`config.mk`:
```
export PLATFORM = sky130hd
export DESIGN_NAME = ir_timer
export DESIGN_NICKNAME = d
export VERILOG_FILES = /design/src/logic/ir_timer_pkg.sv /design/src/logic/ir_carrier_gen.sv /design/src/logic/ir_timer.sv
export VERILOG_INCLUDE_DIRS = /design/src /design/src/logic
export SDC_FILE = /design/constraint.sdc
export NUM_CORES = 1
export LEC_CHECK = 0
export BUFFER_PORTS_ARGS = -buffer_cell sky130_fd_sc_hd__buf_4
export CORE_ASPECT_RATIO = 2
export CORE_MARGIN = 1
export CORE_UTILIZATION = 57
export CTS_BUF_LIST = sky130_fd_sc_hd__clkbuf_4 sky130_fd_sc_hd__clkbuf_8
export DETAILED_ROUTE_END_ITERATION = 7
export GPL_TIMING_DRIVEN = 0
export PLACE_DENSITY = 0.87
export SLEW_MARGIN = 20
export SYNTH_ARGS = -nofsm -noshare
export SYNTH_HDL_FRONTEND = slang
export SYNTH_SLANG_ARGS = --single-unit
```
`constraint.sdc`:
```
create_clock -name i_clk -period 2.5 [get_ports i_clk]
set_input_delay 0.5 -clock i_clk [delete_from_list [all_inputs] [get_ports i_clk]]
set_output_delay 0.5 -clock i_clk [all_outputs]
set_load 0.02 [all_outputs]
```
`src/logic/ir_timer_defines.svh`:
```
// Register offsets, field positions and reset values for the infrared timer
`ifndef IR_TIMER_DEFINES_SVH
`define IR_TIMER_DEFINES_SVH
`define IRT_ADDR_W         4
`define IRT_OFF_CARRIER    4'h0
`define IRT_OFF_MODTIME    4'h1
`define IRT_OFF_COUNTER    4'h2
`define IRT_OFF_CONTROL    4'h3
`define IRT_OFF_STATUS     4'h4
`define IRT_OFF_PINCTL     4'h5
`define IRT_CTL_ENABLE     0
`define IRT_CTL_TXMODE     1
`define IRT_CTL_POL        2
`define IRT_CTL_FINE       3
`define IRT_CTL_DATA       4
`define IRT_CTL_RELOAD     5
`define IRT_CTL_BURST      6
`define IRT_CTL_INTEN      7
`define IRT_CTL_EDGE_LO    8
`define IRT_CTL_ENV_LO     10
`define IRT_CTL_DIV_LO     12
`define IRT_ST_INTFLAG     0
`define IRT_ST_ROLL        1
`define IRT_PIN_LEVEL      0
`define IRT_PIN_OE         1
`define IRT_RST_WORD       16'h0000
`define IRT_BURST_PRESET   16'h0001
`define IRT_ENV_MOD        2'h1
`define IRT_ENV_CW         2'h2
`define IRT_EDGE_FALL      2'h1
`define IRT_EDGE_RISE      2'h2
`define IRT_EDGE_BOTH      2'h3
`endif

```
`src/logic/ir_timer_pkg.sv`:
```
// Types shared by the infrared timer files
`default_nettype none
package ir_timer_pkg;
  typedef enum logic [2:0] {
    ST_IDLE = 3'b001,
    ST_TX   = 3'b010,
    ST_RX   = 3'b100
  } ir_state_e;
  typedef struct packed {
    logic [2:0] div;
    logic [1:0] env;
    logic [1:0] edge_sel;
    logic       int_en;
    logic       burst;
    logic       reload;
    logic       data;
    logic       fine;
    logic       pol;
    logic       tx_mode;
    logic       enable;
  } ir_ctl_s;
  typedef struct packed {
    logic [15:0] carrier;
    logic [15:0] modtime;
    logic        data;
    logic        pol;
  } ir_latch_s;
endpackage : ir_timer_pkg
`default_nettype wire

```
`src/logic/ir_carrier_gen.sv`:
```
// Carrier generator: prescaler tick, high and low phase counter
`timescale 1ns/1ps
`default_nettype none
module ir_carrier_gen (
  // Clock and reset
  input  wire logic        i_clk,
  input  wire logic        i_rstn,
  // Control
  input  wire logic        i_run,
  input  wire logic [2:0]  i_div,
  input  wire logic [7:0]  i_high,
  input  wire logic [7:0]  i_low,
  // Outputs
  output logic             o_tick,
  output logic             o_carrier,
  output logic             o_cycle_end
);
  logic [6:0] pre_reg;
  logic [6:0] pre_next;
  logic [7:0] ph_reg;
  logic [7:0] ph_next;
  logic       hi_reg;
  logic       hi_next;
  logic       tick_c;
  logic [6:0] pre_max;
  // Input clock is system clock over two to the divider field
  always_comb begin
    pre_max  = 7'((8'h01 << i_div) - 8'h01);
    tick_c   = i_run && (pre_reg == pre_max);
    pre_next = (!i_run || tick_c) ? 7'h00 : pre_reg + 7'h01;
    ph_next  = ph_reg;
    hi_next  = hi_reg;
    if (!i_run) begin
      ph_next = 8'h00;
      hi_next = 1'b1;
    end else if (tick_c) begin
      if (ph_reg == (hi_reg ? i_high : i_low)) begin
        ph_next = 8'h00;
        hi_next = !hi_reg;
      end else begin
        ph_next = ph_reg + 8'h01;
      end
    end
  end
  always_ff @(posedge i_clk) begin
    if (!i_rstn) begin
      pre_reg <= 7'h00;
      ph_reg  <= 8'h00;
      hi_reg  <= 1'b1;
    end else begin
      pre_reg <= pre_next;
      ph_reg  <= ph_next;
      hi_reg  <= hi_next;
    end
  end
  // High for high byte plus one ticks, low for low byte plus one
  assign o_tick      = tick_c;
  assign o_carrier   = hi_reg;
  assign o_cycle_end = tick_c && !hi_reg && (ph_reg == i_low);
endmodule : ir_carrier_gen
`default_nettype wire

```
`src/logic/ir_timer.sv`:
```
// Infrared carrier generation, modulation and capture timer
//
// Local design decisions: the register offsets and the strobed register port.
`include "ir_timer_defines.svh"
`timescale 1ns/1ps
`default_nettype none
module ir_timer (
  // Clock and reset
  input  wire logic        i_clk,
  input  wire logic        i_rstn,
  // Register port
  input  wire logic [3:0]  i_addr,
  input  wire logic [15:0] i_wdata,
  input  wire logic        i_wr,
  input  wire logic        i_rd,
  output logic [15:0]      o_rdata,
  // Infrared pins
  input  wire logic        i_rx_pin,
  output logic             o_tx_pin,
  output logic             o_tx_pin_oe,
  output logic             o_envelope_pin,
  // Interrupt request
  output logic             o_irq
);
  ir_timer_pkg::ir_ctl_s   ctl_reg, ctl_next;
  ir_timer_pkg::ir_latch_s lat_reg, lat_next;
  ir_timer_pkg::ir_state_e st_reg, st_next;
  logic [15:0] carrier_timing_reg, carrier_timing_next;
  logic [15:0] modulation_time_reg, modulation_time_next;
  logic [15:0] interval_counter_reg, interval_counter_next;
  logic        data_reg, data_next;
  logic        int_flag_reg, int_flag_next;
  logic        roll_reg, roll_next;
  logic        man_level_reg, man_level_next;
  logic        man_oe_reg, man_oe_next;
  logic        started_reg, started_next;
  logic [16:0] gap_reg, gap_next;
  logic        rx_prev_reg;
  logic        tx_reg, tx_next;
  logic        env_reg, env_next;
  logic        irq_reg;
  logic [15:0] rdata_reg, rdata_next;
  logic        tick;
  logic        carrier;
  logic        cyc_end;
  logic        step;
  logic        qual;
  logic        rise;
  logic        fall;
  logic        wr_ctl;
  ir_timer_pkg::ir_ctl_s wctl;
  // Edge qualification shared by receive capture and burst counting
  function automatic logic edge_ok(input logic [1:0] sel, input logic r, input logic f);
    edge_ok = ((sel == `IRT_EDGE_FALL) && f) || ((sel == `IRT_EDGE_RISE) && r) ||
              ((sel == `IRT_EDGE_BOTH) && (r || f));
  endfunction : edge_ok
  // Carrier runs from latched timing in transmit, live timing in receive
  ir_carrier_gen u_carrier (
    .i_clk       (i_clk),
    .i_rstn      (i_rstn),
    .i_run       (st_reg != ir_timer_pkg::ST_IDLE),
    .i_div       (ctl_reg.div),
    .i_high      (st_reg == ir_timer_pkg::ST_TX ? lat_reg.carrier[15:8] : carrier_timing_reg[15:8]),
    .i_low       (st_reg == ir_timer_pkg::ST_TX ? lat_reg.carrier[7:0] : carrier_timing_reg[7:0]),
    .o_tick      (tick),
    .o_carrier   (carrier),
    .o_cycle_end (cyc_end)
  );
  // Counter clock is carrier cycle or input clock
  assign step   = ctl_reg.fine ? tick : cyc_end;
  assign rise   = i_rx_pin && !rx_prev_reg;
  assign fall   = !i_rx_pin && rx_prev_reg;
  assign qual   = (st_reg == ir_timer_pkg::ST_RX) && edge_ok(ctl_reg.edge_sel, rise, fall);
  assign wr_ctl = i_wr && (i_addr == `IRT_OFF_CONTROL);
  assign wctl   = ir_timer_pkg::ir_ctl_s'(i_wdata[14:0]);
  always_comb begin
    ctl_next              = wr_ctl ? wctl : ctl_reg;
    carrier_timing_next   = (i_wr && i_addr == `IRT_OFF_CARRIER) ? i_wdata : carrier_timing_reg;
    modulation_time_next  = (i_wr && i_addr == `IRT_OFF_MODTIME) ? i_wdata : modulation_time_reg;
    interval_counter_next = (i_wr && i_addr == `IRT_OFF_COUNTER) ? i_wdata : interval_counter_reg;
    data_next             = wr_ctl ? wctl.data : data_reg;
    man_level_next        = man_level_reg;
    man_oe_next           = man_oe_reg;
    if (i_wr && i_addr == `IRT_OFF_PINCTL) begin
      man_level_next = i_wdata[`IRT_PIN_LEVEL];
      man_oe_next    = i_wdata[`IRT_PIN_OE];
    end
    // Write one to clear; hardware set below wins
    int_flag_next = int_flag_reg;
    roll_next     = roll_reg;
    if (i_wr && i_addr == `IRT_OFF_STATUS) begin
      int_flag_next = int_flag_reg && !i_wdata[`IRT_ST_INTFLAG];
      roll_next     = roll_reg && !i_wdata[`IRT_ST_ROLL];
    end
    lat_next     = lat_reg;
    started_next = started_reg;
    gap_next     = gap_reg;
    tx_next      = tx_reg;
    env_next     = env_reg;
    st_next      = st_reg;
    // Mode follows enable and mode bits; software stops by clearing enable
    if (!ctl_next.enable) st_next = ir_timer_pkg::ST_IDLE;
    else if (ctl_next.tx_mode) st_next = ir_timer_pkg::ST_TX;
    else st_next = ir_timer_pkg::ST_RX;
    case (st_reg)
      ir_timer_pkg::ST_TX: begin
        if (step) begin
          if (interval_counter_reg == `IRT_RST_WORD) begin
            // Reload and resample at interval boundary
            interval_counter_next = modulation_time_reg;
            lat_next      = '{carrier_timing_reg, modulation_time_reg, data_reg, ctl_reg.pol};
            int_flag_next = 1'b1;
            env_next      = data_reg ^ ctl_reg.pol;
          end else begin
            interval_counter_next = interval_counter_reg - 16'h0001;
          end
        end
      end
      ir_timer_pkg::ST_RX: begin
        if (qual) begin
          if (!started_reg) begin
            started_next          = 1'b1;
            interval_counter_next = `IRT_RST_WORD;
          end else begin
            if (ctl_reg.burst) begin
              modulation_time_next = modulation_time_reg + 16'h0001;
            end else begin
              data_next            = rise;
              modulation_time_next = interval_counter_reg;
              int_flag_next        = 1'b1;
            end
            if (ctl_reg.reload) interval_counter_next = `IRT_RST_WORD;
            else if (step) interval_counter_next = interval_counter_reg + 16'h0001;
          end
          gap_next = 17'h0_0000;
        end else if (started_reg && step) begin
          interval_counter_next = interval_counter_reg + 16'h0001;
          if (interval_counter_reg == 16'hFFFF) roll_next = 1'b1;
        end
        // Two carrier periods with no edge mark a space
        if (!qual && started_reg && cyc_end && ctl_reg.burst && gap_reg != 17'h0_0002) begin
          gap_next = gap_reg + 17'h0_0001;
          if (gap_reg == 17'h0_0001) int_flag_next = 1'b1;
        end
      end
      default: begin
        started_next = 1'b0;
        gap_next     = 17'h0_0000;
      end
    endcase
    // A software write to the counter must land even while it is counting
    if (i_wr && i_addr == `IRT_OFF_COUNTER) interval_counter_next = i_wdata;
    if (st_next != ir_timer_pkg::ST_RX) started_next = 1'b0;
    // Entering transmit latches the live settings
    if (st_next == ir_timer_pkg::ST_TX && st_reg != ir_timer_pkg::ST_TX) begin
      lat_next              = '{carrier_timing_next, modulation_time_next, data_next, ctl_next.pol};
      interval_counter_next = modulation_time_next;
      env_next              = data_next ^ ctl_next.pol;
    end
    if (wr_ctl && wctl.burst && !ctl_reg.burst) modulation_time_next = `IRT_BURST_PRESET;
    // Pin drive: manual when off, else idle level or carrier
    if (st_next == ir_timer_pkg::ST_IDLE) tx_next = man_level_next;
    else if (st_next == ir_timer_pkg::ST_RX) tx_next = ctl_next.pol;
    else if (ctl_reg.env == `IRT_ENV_CW && st_reg == ir_timer_pkg::ST_TX)
      tx_next = carrier ^ lat_reg.pol;
    else if (st_reg == ir_timer_pkg::ST_TX && lat_next.data)
      tx_next = carrier ^ lat_next.pol;
    else tx_next = lat_next.pol;
    rdata_next = 16'h0000;
    if (i_rd) begin
      case (i_addr)
        `IRT_OFF_CARRIER: rdata_next = carrier_timing_reg;
        `IRT_OFF_MODTIME: rdata_next = modulation_time_reg;
        `IRT_OFF_COUNTER: rdata_next = interval_counter_reg;
        `IRT_OFF_CONTROL: rdata_next = {1'b0, ctl_reg[14:5], data_reg, ctl_reg[3:0]};
        `IRT_OFF_STATUS:  rdata_next = {14'h0000, roll_reg, int_flag_reg};
        `IRT_OFF_PINCTL:  rdata_next = {14'h0000, man_oe_reg, man_level_reg};
        default:          rdata_next = 16'h0000;
      endcase
    end
  end
  always_ff @(posedge i_clk) begin
    if (!i_rstn) begin
      ctl_reg              <= '0;
      lat_reg              <= '0;
      st_reg               <= ir_timer_pkg::ST_IDLE;
      carrier_timing_reg   <= `IRT_RST_WORD;
      modulation_time_reg  <= `IRT_RST_WORD;
      interval_counter_reg <= `IRT_RST_WORD;
      data_reg             <= 1'b0;
      int_flag_reg         <= 1'b0;
      roll_reg             <= 1'b0;
      man_level_reg        <= 1'b0;
      man_oe_reg           <= 1'b0;
      started_reg          <= 1'b0;
      gap_reg              <= 17'h0_0000;
      rx_prev_reg          <= 1'b1;
      tx_reg               <= 1'b0;
      env_reg              <= 1'b0;
      irq_reg              <= 1'b0;
      rdata_reg            <= 16'h0000;
      o_tx_pin_oe          <= 1'b0;
    end else begin
      ctl_reg              <= ctl_next;
      lat_reg              <= lat_next;
      st_reg               <= st_next;
      carrier_timing_reg   <= carrier_timing_next;
      modulation_time_reg  <= modulation_time_next;
      interval_counter_reg <= interval_counter_next;
      data_reg             <= data_next;
      int_flag_reg         <= int_flag_next;
      roll_reg             <= roll_next;
      man_level_reg        <= man_level_next;
      man_oe_reg           <= man_oe_next;
      started_reg          <= started_next;
      gap_reg              <= gap_next;
      rx_prev_reg          <= i_rx_pin;
      tx_reg               <= tx_next;
      env_reg              <= env_next;
      irq_reg              <= (int_flag_next || roll_next) && ctl_next.int_en;
      rdata_reg            <= rdata_next;
      o_tx_pin_oe          <= (st_next != ir_timer_pkg::ST_IDLE) || man_oe_next;
    end
  end
  assign o_tx_pin       = tx_reg;
  assign o_envelope_pin = env_reg;
  assign o_irq          = irq_reg;
  assign o_rdata        = rdata_reg;
  // Assertions
  AST_IDLE_MANUAL: assert property (@(posedge i_clk) disable iff (!i_rstn)
    (st_reg == ir_timer_pkg::ST_IDLE && $past(st_next) == ir_timer_pkg::ST_IDLE)
      |-> o_tx_pin == man_level_reg) else $error("manual level not on pin");
  AST_IRQ_AND: assert property (@(posedge i_clk) disable iff (!i_rstn)
    ##1 o_irq == $past((int_flag_next || roll_next) && ctl_next.int_en))
    else $error("irq mismatch");
  AST_FLAG_STICK: assert property (@(posedge i_clk) disable iff (!i_rstn)
    (int_flag_reg && !(i_wr && i_addr == `IRT_OFF_STATUS)) |=> int_flag_reg)
    else $error("flag dropped");
  AST_DISABLE_IDLE: assert property (@(posedge i_clk) disable iff (!i_rstn)
    !ctl_next.enable |=> st_reg == ir_timer_pkg::ST_IDLE) else $error("runs while off");
  AST_TX_RELOAD: assert property (@(posedge i_clk) disable iff (!i_rstn)
    (st_reg == ir_timer_pkg::ST_TX && st_next == ir_timer_pkg::ST_TX && step &&
     interval_counter_reg == 16'h0000) |=> (int_flag_reg && lat_reg.modtime ==
     $past(modulation_time_reg))) else $error("no reload at zero");
  AST_BURST_PRESET: assert property (@(posedge i_clk) disable iff (!i_rstn)
    (wr_ctl && wctl.burst && !ctl_reg.burst) |=> modulation_time_reg == 16'h0001)
    else $error("burst preset missing");
  AST_ROLL: assert property (@(posedge i_clk) disable iff (!i_rstn)
    (st_reg == ir_timer_pkg::ST_RX && started_reg && step && !qual &&
     interval_counter_reg == 16'hFFFF) |=> roll_reg) else $error("rollover missed");
  AST_CAPTURE: assert property (@(posedge i_clk) disable iff (!i_rstn)
    (qual && started_reg && !ctl_reg.burst && st_next == ir_timer_pkg::ST_RX && !i_wr)
      |=> (modulation_time_reg == $past(interval_counter_reg) && data_reg == $past(rise)))
    else $error("capture wrong");
endmodule : ir_timer
`default_nettype wire

```
* Word level (Yosys, flattened, before mapping) *
Cells that the tools add are included.

word-level totals
  bits in registers = 144
  output and inout port bits = 20

operators by class
  shifts and indexed selects = 1
  reduce and logical (&&, ||, !) cells = 58
  add/sub/neg operators = 7
  equal/unequal tests = 29
  muxes and demuxes = 64
  bitwise operators = 6

operator list
  kind                     count
  $mux W16                 15
  $mux W34                 4
  $pmux W16 S6             1
  $mux W8                  5
  $mux W17                 2
  $pmux W17 S2             1
  $add A16 B1 Y16 const B  2
  $pmux W16 S2             1
  $mux W1                  31
  $logic_and A1 B1 Y1      28
  $add A17 B1 Y17 const B  1
  $eq A17 B1 Y1 const B    1
  $ne A17 B2 Y1 const B    1
  $eq A16 B16 Y1 const B   1
  $eq A8 B8 Y1             2
  $logic_not A16 Y1        1
  $sub A16 B1 Y16 const B  1
  $reduce_and A2 Y1        5
  $add A8 B1 Y8 const B    1
  $eq A4 B2 Y1 const B     2
  $eq A4 B3 Y1 const B     2
  $logic_not A1 Y1         8
  $add A7 B1 Y7 const B    1
  $eq A7 B7 Y1             1
  other kinds (26)         47

* Depth between registers and ports, before layout *
  depth in word-level cells = 15
  depth in mapped cells = 12
  gate-level depth less buffers = 10

* Cells and area by module *
A second synthesis with hierarchy kept.

unflattened totals
  cell total of the unflattened synthesis = 1089
  area, all modules = 8458.1 µm²

by module, submodules not included
  module          times used  cells an instance  area each (µm²)
  ir_timer        1           954                7293.2
  ir_carrier_gen  1           135                1164.9

* Least setup slack after synthesis *
No wires, ideal clock.

  path kind = input -> register
  start = input port i_addr[3]
  end = register interval_counter_reg[15]
  setup time = 0.095 ns
  arrival = 2.432 ns
  stages on the path = 9
  path buffers = 3
  slack = -0.027 ns
  required time = 2.405 ns
  cell sequence = buf_2 -> nand4bb_1 -> or4_1 -> and2_1 -> clkbuf_1 -> buf_2 -> nand3_1 -> nand2_1 -> o311ai_1

on the way
  word-level cells in the longest chain between the ends = 9
  elaborated cells between the ends (all ways) = 22
  classes of those cells = eq/ne: 7; mux: 9; reduce/logical: 6

ends and longest elaborated chain
  item                                                         line             RTL
  start: declaration                                           ir_timer.sv:12   input wire logic [3:0] i_addr,
  $eq A4 B2 Y1                                                 n/a
  $logic_and A1 B1 Y1                                          ir_timer.sv:74   assign wr_ctl = i_wr && (i_addr == `IRT_OFF_CONTROL);
  $mux W8                                                      ir_timer.sv:77   ctl_next = wr_ctl ? wctl : ctl_reg;
  $mux W3                                                      ir_timer.sv:103  else if (ctl_next.tx_mode) st_next = ir_timer_pkg::ST_TX;
  $mux W3                                                      ir_timer.sv:102  if (!ctl_next.enable) st_next = ir_timer_pkg::ST_IDLE;
  $eq A3 B2 Y1                                                 ir_timer.sv:155  if (st_next == ir_timer_pkg::ST_TX && st_reg != ir_timer_pkg::ST_TX) begin
  $logic_and A1 B1 Y1                                          ir_timer.sv:155
  $ne A7 B5 Y1 (no source line), or another cell as far along  n/a
  $reduce_and A4 Y1 (no source line)                           n/a
  end signal: assignment                                       ir_timer.sv:189  interval_counter_reg <= `IRT_RST_WORD;
  end signal: assignment                                       ir_timer.sv:209  interval_counter_reg <= interval_counter_next;
  end: declaration                                             ir_timer.sv:30   logic [15:0] interval_counter_reg, interval_counter_next;

Several ways; a longest one is shown, not always the timed one.
A chain may end at the register's enable or synchronous reset.

* Final worst setup path *
  start = register st_reg[0]
  end = register interval_counter_reg[15]

on the way
  word-level cells in the longest chain between the ends = 8
  elaborated cells between the ends (all ways) = 24
  classes of those cells = eq/ne: 8; mux: 8; reduce/logical: 8

ends and longest elaborated chain
  item                                                 line                                             RTL
  start: declaration                                   ir_timer.sv:27                                   ir_timer_pkg::ir_state_e st_reg, st_next;
  start signal: assignment                             ir_timer.sv:186                                  st_reg <= ir_timer_pkg::ST_IDLE;
  start signal: assignment                             ir_timer.sv:206                                  st_reg <= st_next;
  $eq A3 B2 Y1 or $ne A3 B1 Y1 (tied branches)         ir_timer.sv:64, ir_timer.sv:105, ir_timer.sv:61
  $mux W8 or $logic_and A1 B1 Y1 (tied branches)       ir_timer.sv:64, ir_carrier_gen.sv:29
  $eq A8 B8 Y1 or $logic_and A1 B1 Y1 (tied branches)  ir_carrier_gen.sv:59                             assign o_cycle_end = tick_c && !hi_reg && (ph_reg == i_low);
  $logic_and A1 B1 Y1                                  ir_carrier_gen.sv:59
  $mux W1                                              ir_timer.sv:70                                   assign step = ctl_reg.fine ? tick : cyc_end;
  $logic_and A1 B1 Y1                                  ir_timer.sv:136                                  end else if (started_reg && step) begin
  $ne A5 B2 Y1 (no source line)                        n/a
  $reduce_and A4 Y1 (no source line)                   n/a

Several ways; a longest one is shown, not always the timed one.

==> metrics <==
P_leak 3.76 nW; Yosys Warn Count 0; Synth Cell Area between 0.008 and 0.009 mm^2; Mapped Avg Cell Area 7.61 um^2; Synth Net Count between 1000 and 1500; FF+latch count, synth 143; global-route wire length before repair 53.1 mm; Largest register FFs 18; design area 0.0108 mm^2; status finished with violations; combinational power share under 10%; total die area 0.0161 mm^2; CTS Buf Count 17; Global Route Usage Sum 44.4%; hold crit path type in -> reg; maximum number of pins on one net before global-route repair 17; num rows between 60 and 70; GPL Wtd Cong 1.04; clock latency on the worst-skew pair 0.48 ns; final hold violations 0; commonest non-fill, non-tap cell in the layout nand2_1; clock sinks 143; Pint 3.31 mW; post-route minimum period 2.63 ns; chip width 90.1 um; final wirelength 36.3 mm; hpwl dp 25.6 mm; share of layout cells above drive strength 1 22.1%; synth-to-layout area growth 21.7%; sw frac 28.1%; detailed-route DRC error count 0; number of flops mapped to enable cells by yosys 0; fraction of registers with async set/reset 0%; Ports 45; Final Cycle Share 105%; hold buffers post-CTS 0; power consumption ~4.6 mW; Core Box Area 0.0152 mm^2; final setup vio count 60; Post-DP Area 0.00942 mm^2; clock-pin slew on the worst setup and hold paths 0.10 ns; Worst EP required 2.88 ns; DIE HEIGHT between 150 and 200 um; final setup margin -0.129 ns; drt via density 6.73; Port Buffers 41; grt total ovfl 0; DRT antenna net count 0; CTS HTree Levels 4; TritonCTS clock tree yes; CP Launch Type flip-flop; Pins Over Slew Limit 0; Inserted Diodes 0; VDD IR-drop max roughly 0.00035 V; Seq. cell area 0.00289 mm^2; DR pass1 iterations 7; Slew headroom 18.4%; Final nets around 1300; Root Driver clkbuf_8; clock skew 0.0209 ns; peak fanout along the critical path 8; Post-Place Setup Slack -1.08 ns; vias in the first global route roughly 9500; Clock power frac 40.1%; maximum buffer depth of the clock tree 2; Iter 0 DRT Violations 1048; Vias around 9900; Avg WL per Cell 24.7 um; final core utilization 70.7%; failing checks setup timing; sequential area share after synthesis 32.4%; worst slew pin tran 1.22 ns; post-synthesis cell count 1162; Fillers 1207; power density over cell area around 430 mW/mm^2; RSZ-0062 raised after global routing yes; Max Clk Rate 380 MHz; Main synth FF type dfxtp_1; Sw Pwr approximately 1.3 mW; Crit path arrival time 3.01 ns; kind of end point of the critical path flip-flop; type of the worst setup path reg -> reg; antenna violations before repair 1; Max Cap Viol 0; sequential power share 50.1%; most frequent cells in the layout nand2_1 (167), dfxtp_1 (131), nor2_1 (105); Initial Utilization 58.1%; Multi-input gate area roughly 0.006 mm^2; synth unique cells 87
## synthesized netlist by cell type (all sizes together), types with 3 or more instances
cell     instances  area, um^2
nand2          171         642
dfxtp          143        2860
nor2           108         415
a21oi          107         539
nand3           70         355
clkbuf          62         233
a22oi           53         398
o21ai           49         249
xnor2           47         412
buf             32         176
inv             23        86.3
nor3            23         130
nand4           21         138
xor2            20         175
nor2b           18         113
mux2i           16         160
a31oi           14         103
o211ai          13        97.6
o22ai           13        81.3
and3            12        75.1
and2            11        68.8
ha              10         125
a211oi           8        65.1
and4             8        72.6
nor4             8        65.1
mux4             7         158
nor3b            7        67.6
or3              7        43.8
a311oi           6        70.1
a2111oi          5        58.8
a21boi           5        37.5
mux2             5        56.3
nand2b           5        31.3
or2              5        31.3
a222oi           4        40.0
a221oi           3        26.3
nand3b           3        22.5
nor4b            3        38.8
o21a             3        22.5
o31ai            3        22.5
or4              3        26.3
## layout make-up
class | count | share of cell area (%)
Multi-Input combinational cell | 901 | 55.7
Sequential cell | 143 | 26.8
Timing Repair Buffer | 88 | 6.74
Buffer | 82 | 4.05
Clock buffer | 20 | 2.56
Tap cell | 198 | 2.30
Clock inverter | 12 | 1.01
Inverter | 24 | 0.837
## layer usage
metal,track usage [%],vias up,routed length [um]
li1,-,4364,-
met2,76.1,668,17400
met4,46.3,2,4360
met5,0,-,13
met1,41.8,4569,11200
met3,10.8,276,3310
## worst max-delay path, cell delays in order, from the launching register on
cell and delay (ns):
dfxtp_4 0.37, or3b_4 0.49, nand2_2 0.09, mux2_4 0.31, a311oi_4 0.21, buf_6 0.18, a21oi_4 0.12, o21ai_4 0.21
buf_4 0.14, nand2_1 0.08, o311ai_1 0.33
## logic make-up (layout without fill, tap and decap cells)
group           Yosys count  in the layout  share of synthesized area, %
fa+ha+maj                10             10                          1.41
buf+inv                 118            226                          5.64
compound gates          305            305                          22.4
simple gates            491            491                          27.3
flops                   143            143                          32.4
mux                      28             28                          4.23
xor+xnor                 67             67                          6.63
## stage by stage
| step | setup TNS (ns) | std cells | hold slack, ns |
|---|---|---|---|
| after detailed placement | -68.88 | 1401 | 0.447 |
| after global placement | -67.06 | 1401 | 0.439 |
| after floorplan | 0 | 1162 | 0.429 |
| after global routing | -8.61 | 1468 | 0.229 |
| final | -3.99 | 1468 | 0.237 |
| after CTS | -4.05 | 1454 | 0.225 |
## final timing paths
| path | startpoint | endpoint | slack (ns) | cells past startpoint |
|---|---|---|---|---|
| max | st_reg[0]$_SDFF_PN1_ | interval_counter_reg[15]$_SDFFE_PN0P_ | -0.13 | 10 |
| min | i_rx_pin | rx_prev_reg$_SDFF_PN1_ | 0.24 | 3 |
| min reg2reg | lat_reg[28]$_SDFFE_PN0P_ | lat_reg[28]$_SDFFE_PN0P_ | 0.48 | 2 |
| max reg2reg | st_reg[0]$_SDFF_PN1_ | interval_counter_reg[15]$_SDFFE_PN0P_ | -0.13 | 10 |
## power by group through the flow
| stage | combinational [mW] | sequential [mW] | clock (mW) |
|---|---|---|---|
| floorplan | 0.219 | 2.35 | 0 |
| global placement | 0.367 | 2.36 | 0 |
| detailed placement | 0.368 | 2.36 | 0 |
| CTS | 0.404 | 2.31 | 1.84 |
| global route | 0.467 | 2.31 | 1.94 |
| finish | 0.450 | 2.31 | 1.85 |
## repair_timing
action                     4_1_cts  5_1_grt
gates resized for setup         98       92
pin swaps                       25       41
setup buffers                   22       20
gates cloned                     3        2
setup endpoints to repair       98       83
Note: power is estimated with default switching activity, not from simulation.
